[src/core/ipl_pkg.sv]
package ipl_pkg;

	localparam int unsigned NUM_REGS   = 5;
	localparam int unsigned FIELDS     = 8;
	localparam int unsigned NUM_SLOTS  = NUM_REGS * FIELDS;
	localparam int unsigned ADDR_W     = 5;
	localparam int unsigned DATA_W     = 16;
	localparam int unsigned CODE_W     = 2;

	typedef logic [DATA_W-1:0] ipl_word_t;
	typedef logic [ADDR_W-1:0] ipl_addr_t;
	typedef logic [CODE_W-1:0] ipl_code_t;

	// Register index order: debug, core, port/can, serial, decoder/uart
	localparam int unsigned REG_DEBUG  = 0;
	localparam int unsigned REG_CORE   = 1;
	localparam int unsigned REG_PORT   = 2;
	localparam int unsigned REG_SERIAL = 3;
	localparam int unsigned REG_DEC    = 4;

	localparam ipl_addr_t DEBUG_SRC_PRIORITY_OFF    = 5'h01;
	localparam ipl_addr_t CORE_SRC_PRIORITY_B_OFF   = 5'h02;
	localparam ipl_addr_t PORT_CAN_PRIORITY_OFF     = 5'h03;
	localparam ipl_addr_t SERIAL_PORT_PRIORITY_OFF  = 5'h04;
	localparam ipl_addr_t DECODER_UART_PRIORITY_OFF = 5'h05;

	localparam ipl_addr_t REG_OFF [NUM_REGS] = '{
		DEBUG_SRC_PRIORITY_OFF, CORE_SRC_PRIORITY_B_OFF, PORT_CAN_PRIORITY_OFF,
		SERIAL_PORT_PRIORITY_OFF, DECODER_UART_PRIORITY_OFF};

	// Implemented bits; zeros are reserved
	localparam ipl_word_t REG_MASK [NUM_REGS] = '{
		16'h003f, 16'hffcf, 16'hfffc, 16'hfc3f, 16'hff3f};

	localparam ipl_word_t REG_RESET = 16'h0000;
	localparam ipl_code_t CODE_DISABLED = 2'h0;
	localparam ipl_code_t LEVEL_STEP    = 2'h1;

	// Slot = register index * 8 + field position (bits 2f+1:2f)
	localparam int unsigned SLOT_DEBUG_TRACE_BUFFER = 0;
	localparam int unsigned SLOT_DEBUG_TX_EMPTY     = 1;
	localparam int unsigned SLOT_DEBUG_RX_FULL      = 2;
	localparam int unsigned SLOT_EXT_PIN_A          = 8;
	localparam int unsigned SLOT_EXT_PIN_B          = 9;
	localparam int unsigned SLOT_LOW_VOLTAGE        = 11;
	localparam int unsigned SLOT_PLL_LOST_SYNC      = 12;
	localparam int unsigned SLOT_FLASH_FAULT        = 13;
	localparam int unsigned SLOT_FLASH_CMD_DONE     = 14;
	localparam int unsigned SLOT_FLASH_BUF_EMPTY    = 15;
	localparam int unsigned SLOT_CAN_BUS_OFF        = 17;
	localparam int unsigned SLOT_CAN_FAULT          = 18;
	localparam int unsigned SLOT_CAN_WAKE           = 19;
	localparam int unsigned SLOT_CAN_MSG_BUFFER     = 20;
	localparam int unsigned SLOT_PORT_F             = 21;
	localparam int unsigned SLOT_PORT_E             = 22;
	localparam int unsigned SLOT_PORT_D             = 23;
	localparam int unsigned SLOT_PORT_C             = 24;
	localparam int unsigned SLOT_PORT_B             = 25;
	localparam int unsigned SLOT_PORT_A             = 26;
	localparam int unsigned SLOT_SPI_PORT1_RX_FULL  = 29;
	localparam int unsigned SLOT_SPI_PORT1_TX_EMPTY = 30;
	localparam int unsigned SLOT_SPI_PORT0_RX_FULL  = 31;
	localparam int unsigned SLOT_SPI_PORT0_TX_EMPTY = 32;
	localparam int unsigned SLOT_UART_TX_EMPTY      = 33;
	localparam int unsigned SLOT_UART_TX_IDLE       = 34;
	localparam int unsigned SLOT_UART_RX_ERROR      = 36;
	localparam int unsigned SLOT_UART_RX_FULL       = 37;
	localparam int unsigned SLOT_DECODER1_HOME      = 38;
	localparam int unsigned SLOT_DECODER1_INDEX     = 39;

endpackage

[src/core/ipl_field_decode.sv]
module ipl_field_decode
	import ipl_pkg::*;
(
	input  wire ipl_pkg::ipl_code_t code,
	input  wire logic               debug_scale,
	output logic                    enable,
	output ipl_pkg::ipl_code_t      level
);
	import ipl_pkg::*;

	always_comb begin
		enable = (code != CODE_DISABLED);
		// Debug codes map 1..3 directly; others are shifted down to 0..2
		if (debug_scale) begin
			level = code;
		end else if (enable) begin
			level = code - LEVEL_STEP;
		end else begin
			level = CODE_DISABLED;
		end
	end
endmodule

[src/core/ipl_priority_regs.sv]
module ipl_priority_regs
	import ipl_pkg::*;
(
	input  wire logic                      mclk,
	input  wire logic                      rst,
	input  wire ipl_pkg::ipl_addr_t        bus_addr,
	input  wire ipl_pkg::ipl_word_t        bus_wdata,
	input  wire logic                      bus_we,
	input  wire logic                      bus_re,
	output ipl_pkg::ipl_word_t             bus_rdata,
	output logic [ipl_pkg::NUM_SLOTS-1:0]  src_enable,
	output logic [2*ipl_pkg::NUM_SLOTS-1:0] src_level,
	input  wire logic                      low_power,
	input  wire logic [ipl_pkg::NUM_SLOTS-1:0] src_request,
	output logic                           wake_req
);
	import ipl_pkg::*;

	ipl_word_t                regs_q [NUM_REGS];
	ipl_word_t                rdata_q;
	logic [NUM_REGS-1:0]      hit;
	logic                     lp_q;
	logic [NUM_SLOTS-1:0]     wake_en_q;
	logic                     wake_q;

	always_comb begin
		for (int i = 0; i < NUM_REGS; i++) begin
			hit[i] = (bus_addr == REG_OFF[i]);
		end
	end

	// Register writes; only implemented bits are stored
	always_ff @(posedge mclk) begin
		for (int i = 0; i < NUM_REGS; i++) begin
			if (rst) begin
				regs_q[i] <= REG_RESET;
			end else if (bus_we && hit[i]) begin
				regs_q[i] <= bus_wdata & REG_MASK[i];
			end
		end
	end

	// Read data for one cycle after the strobe; unmapped reads return zero
	always_ff @(posedge mclk) begin
		if (rst) begin
			rdata_q <= REG_RESET;
		end else begin
			rdata_q <= REG_RESET;
			if (bus_re) begin
				for (int i = 0; i < NUM_REGS; i++) begin
					if (hit[i]) begin
						rdata_q <= regs_q[i] & REG_MASK[i];
					end
				end
			end
		end
	end

	assign bus_rdata = rdata_q;

	// Field slots: bits 2f+1:2f of each register, debug register scaled 1..3
	for (genvar r = 0; r < NUM_REGS; r++) begin : g_reg
		for (genvar f = 0; f < FIELDS; f++) begin : g_fld
			ipl_field_decode u_dec (
				.code        (regs_q[r][CODE_W*f+:CODE_W]),
				.debug_scale (r == REG_DEBUG),
				.enable      (src_enable[r*FIELDS+f]),
				.level       (src_level[CODE_W*(r*FIELDS+f)+:CODE_W])
			);
		end
	end

	// Capture enables as the device enters wait or stop
	always_ff @(posedge mclk) begin
		if (rst) begin
			lp_q      <= 1'b0;
			wake_en_q <= '0;
		end else begin
			lp_q <= low_power;
			if (low_power && !lp_q) begin
				wake_en_q <= src_enable;
			end
		end
	end

	always_ff @(posedge mclk) begin
		if (rst) begin
			wake_q <= 1'b0;
		end else begin
			wake_q <= low_power && lp_q && |(src_request & wake_en_q);
		end
	end

	assign wake_req = wake_q;
endmodule

[config.mk]
export PLATFORM = sky130hd
export DESIGN_NAME = ipl_priority_regs
export DESIGN_NICKNAME = d
export VERILOG_FILES = /design/src/core/ipl_pkg.sv /design/src/core/ipl_field_decode.sv /design/src/core/ipl_priority_regs.sv
export SDC_FILE = /design/constraint.sdc
export NUM_CORES = 1
export LEC_CHECK = 0
export BUFFER_PORTS_ARGS = -buffer_cell sky130_fd_sc_hd__buf_2
export CORE_MARGIN = 2
export CORE_UTILIZATION = 50
export CTS_BUF_LIST = sky130_fd_sc_hd__clkbuf_2
export CTS_CLUSTER_SIZE = 30
export DETAILED_ROUTE_END_ITERATION = 10
export PLACE_DENSITY = 0.78
export SYNTH_ARGS = -nofsm -noshare
export SYNTH_HDL_FRONTEND = slang
export SYNTH_HIERARCHICAL = 1
export SYNTH_SLANG_ARGS = --single-unit
[constraint.sdc]
create_clock -name mclk -period 2.3 [get_ports mclk]
set_input_delay 0.46 -clock mclk [delete_from_list [all_inputs] [get_ports mclk]]
set_output_delay 0.46 -clock mclk [all_outputs]
set_load 0.05 [all_outputs]
# Yosys cells after proc, flatten, opt, wreduce, memory -nomap -nowiden

Memories as Yosys holds them, arrays and structs flattened.
Index checks and enable logic that the tools add are counted.

Flip-flop bits (word level): 58
Memory bits (writable): 80
Input port bits: 66
Logic and storage cells: 161
Memories kept: 1

Add/sub/neg operators: 32
Equal/unequal tests: 5
Multiplexer cells: 59
Bitwise operators: 7
Reductions and logical operators: 52

Memory list:

| name   | depth | bits a word | read ports | clocked after Yosys merged registers in | wr ports | line                    | text |
|---|---|---|---|---|---|---|---|
| regs_q | 5     | 16          | 5          | 0                                       | 5        | ipl_priority_regs.sv:19 | `ipl_word_t regs_q [NUM_REGS];` |

Operators by type and width:

| operator                                          | number |
|---|---|
| two-way mux 16 bit                                | 9 |
| nonzero test 2 bit                                | 40 |
| two-way mux 2 bit                                 | 32 |
| subtractor 2 x 1 -> 2 bit (second input constant) | 32 |
| bitwise AND 40 bit                                | 1 |
| OR reduction 40 bit                               | 1 |
| two-way mux 1 bit                                 | 17 |
| == test 5 x 2 -> 1 bit (second input constant)    | 2 |
| == test 5 x 3 -> 1 bit (second input constant)    | 2 |
| logical AND 1 bit                                 | 8 |
| two-way mux 6 bit                                 | 1 |
| == test 5 x 1 -> 1 bit (second input constant)    | 1 |
| OR 1 bit                                          | 5 |
| OR reduction 4 bit                                | 1 |
| OR reduction 2 bit                                | 1 |
| zero test 1 bit                                   | 1 |
| NOT 1 bit                                         | 1 |

# Logic depth before layout (Yosys ltp)

Depth in word-level cells: 6
Gate-level depth with buffers: 7
Gate-level depth less buffers: 4

# Modules after synthesis

The synthesis kept the hierarchy.

Modules (own cells, without submodules):

| module            | times used | cells each | area an instance (um2) |
|---|---|---|---|
| ipl_priority_regs | 1          | 438        | 4764.6 |
| ipl_field_decode  | 40         | 4          | 33.8 |

# Least setup slack after synthesis

No wires, ideal clock.

Path kind: input port to flip-flop
Start: input port bus_addr[4]
End: memory regs_q[2][10] (netlist bit), enable pin
Library setup time: 0.357 ns
Data arrival time: 1.560 ns
Setup slack: 0.383 ns
Cell stages on the path: 6
Buffers on the path: 3
Cells stage by stage: and2b_1 > buf_4 > and2_0 > clkbuf_2 > buf_4 > a21o_1

RTL lines:

| item               | line                    | text |
|---|---|---|
| start: declaration | ipl_priority_regs.sv:6  | `input wire ipl_pkg::ipl_addr_t bus_addr,` |
| end: declaration   | ipl_priority_regs.sv:19 |  |

==> key figures <==
Status
  – Outcome: finished clean

Floorplanning
  – Io pins: 203
  – Die Area: 13130 sq um
  – Die H: 114.6 um
  – DIE WIDTH: 114.6 um
  – Effective utilization at floorplan: 0.5113
  – Core ar.: 11960 sq um
  – FP Rows: 40

Yosys
  – Synthesized area per cell: 10.23 sq um
  – Cells after Synth: 598
  – Sequential share of the synthesized area: 0.4845
  – FF+latch count, synth: 118
  – Post-synth EDFFs: 60
  – Async SR Flop Fraction: 0
  – Mapped cell area: 6116 sq um
  – Most frequent cells after synthesis: nand2_1 (84), and2_1 (61), edfxtp_1 (60)
  – Leading register cell type out of synthesis: edfxtp_1
  – Area share of the largest cell type after synthesis: 0.2946
  – Synth cell types: 44
  – Leading area contributor after synthesis: edfxtp_1
  – Most frequent cell after synthesis: nand2_1
  – Ys Warns: 6
  – Top post-synthesis cells by area: edfxtp_1 (29%), dfxtp_1 (19%), nor3b_2 (8.4%), and2_1 (6.2%), a21o_1 (5.5%)

Setup path
  – CP top delay family: flip-flops
  – Req. time, crit path: 1840 ps
  – R2r startpoint: lp_q$_SDFF_PP0_
  – Critical Path End Type: output port
  – Buf/Inv on CP: 1
  – Critical-path top delay cell: edfxtp_1
  – CP arrival: 1720 ps
  – Max Fanout on Critical Path: 4
  – CP Cell Sequence: nor3b_2 -> a21o_1 -> buf_2
  – Critical Path Source: regs_q[1][10]$_SDFFCE_PN0P_
  – Crit Path Category: flip-flop to output port
  – Worst setup SP type: flip-flop
  – CP max stage delay: 500 ps

Detailed routing
  – Post-route ant nets: 0
  – WL per Instance: 15.22 um
  – DR vias/cell: 4.892
  – Residual DRC: 0
  – Drt first pass iters: 5
  – Total number of vias: 5592
  – Routed WL: 17400 um
  – Drt first-iter violations: 372

Layout
  – Post-route insts no fill: 1143
  – Layout area overhead: 35.50%
  – Layout Nets: 1049
  – Filler cells: 975
  – Share of cells above drive strength 1: 0.2861
  – ANT cells: 0

Global route
  – Pin count of the biggest net entering global routing: 43
  – Total congestion overflow: 0
  – Vias in the first global route: 5099
  – First-pass GRT wire length: 25980 um
  – Initial antenna violation count: 0
  – Gr usage total: 0.2625

Placement
  – Gp weighted congestion: 0.8556
  – Placed cell count: 1097
  – Hpwl dp: 13530 um
  – PortBufs: 172

Worst hold path
  – Hold_sp: low_power
  – Hold WC Path Type: primary input to flip-flop

CTS
  – CTS tree: yes
  – # clock sinks: 118
  – Clock root buffer: clkbuf_2
  – CTS Buffer Depth: 2
  – H-tree Lvls: 4
  – Number of CTS-inserted buffers: 17
  – Skew-Pair Late Insertion Delay: 640 ps
  – CTS clk-pin slew, worst paths: 180 ps

STA
  – Fmax: 0.4590 GHz
  – Tcrit/Tclk final: 0.9472
  – Setup TNS: 0 ps
  – Fin. max-slew vios: 0
  – Hold Violations, Final: 0
  – Clock Skews: 30.41 ps
  – Slew HR: 0.6207
  – Final setup viols: 0
  – Tightest Pin Transition: 569.0 ps
  – Min cycle time layout: 2178 ps

Run
  – MaxCap Viol Count: 0

Power
  – Leak: 0.003991 uW
  – Pwr Density: 625.3 nW/um^2
  – Peak supply drop: 291.2 uV
==> metal layers <==
layer | track usage | up-vias | share of wire
met4 | 0.08374 | 0 | 0.020
li1 | - | 2748 | -
met1 | 0.3314 | 2592 | 0.42
met3 | 0.05823 | 24 | 0.071
met5 | 0 | - | 0
met2 | 0.4481 | 228 | 0.49
==> state kept, by name, summed over array words and instances, names as in the netlist <==
| name | count |
|---|---|
| bus_rdata | 16 |
| regs_q | 60 |
| lp_q | 1 |
| wake_req | 1 |
| wake_en_q | 40 |
==> through the flow <==
| step | util | total power [uW] | cell area [sq um] | setup WS [ps] | hold WS (ps) |
|---|---|---|---|---|---|
| 6_report | 0.6928 | 5181 | 8287 | 121.6 | 105.4 |
| 5_1_grt | 0.6928 | 5398 | 8287 | -6.784 | 7.998 |
| 4_1_cts | 0.6809 | 5165 | 8144 | 39.44 | 38.36 |
| 3_5_place_dp | 0.6580 | 3671 | 7870 | 318.3 | 447.1 |
| 3_3_place_gp | 0.6580 | 3660 | 7870 | 376.8 | 442.5 |
| 2_1_floorplan | - | 3357 | 6822 | 383.0 | 420.3 |
==> cell type report <==
cell class | instances | area [sq um] | area share
Timing Repair Buffer | 202 | 1119 | 0.1350
Tap cell | 147 | 183.9 | 0.02220
Clock buffer | 19 | 95.09 | 0.01148
Clock inverter | 13 | 178.9 | 0.02159
Multi-Input combinational cell | 643 | 3744 | 0.4518
Inverter | 1 | 3.754 | 0.0004530
Sequential cell | 118 | 2963 | 0.3575
==> logic make-up (layout without fill, tap and decap cells) <==
kind of cell / after synthesis / in the layout / share of synthesized area
DFF: 118 / 118 / 0.4845
other: 2 / 190 / 0.001228
AOI/OAI and AO/OA: 188 / 188 / 0.2122
buffers and inverters: 25 / 235 / 0.02005
and+or+nand+nor: 265 / 265 / 0.2821
==> final timing paths <==
| path | cells past startpoint | end | slack (ps) |
|---|---|---|---|
| worst max register to register | 4 | wake_en_q[11]$_SDFFE_PP0P_ | 900 |
| worst min register to register | 2 | wake_en_q[17]$_SDFFE_PP0P_ | 470 |
| worst min-delay path | 2 | lp_q$_SDFF_PP0_ | 110 |
| worst max-delay path | 3 | src_level[26] | 120 |
==> report_power, final <==
| part | switching [uW] | internal, uW |
|---|---|---|
| Combinational | 883 | 345 |
| Clock | 788 | 721 |
| Sequential | 117 | 2330 |
==> timing repair <==
item,in CTS,in global routing
setup endpoints to repair,0,22
resized for setup,0,18
hold buffers,0,0
buffers inserted,0,14
==> worst register-to-register path, cell delays in order, from the launching register on <==
cell and delay [ps]:
dfxtp_1 360, nor2b_2 430, buf_4 330, nand2_1 90, a21oi_1 120
==> cells in the final DEF, fill, tap and decap left out, types with 19 or more instances in the layout <==
cell type,n
edfxtp_1,60
buf_2,159
nand2_1,84
and2_1,61
a21oi_1,50
dfxtp_1,58
or2_1,38
a21o_1,45
buf_4,33
a22oi_1,26
conb_1,190
nor3b_2,41
o21a_1,40
clkbuf_2,19
Note: power is estimated with default switching activity, not from simulation.
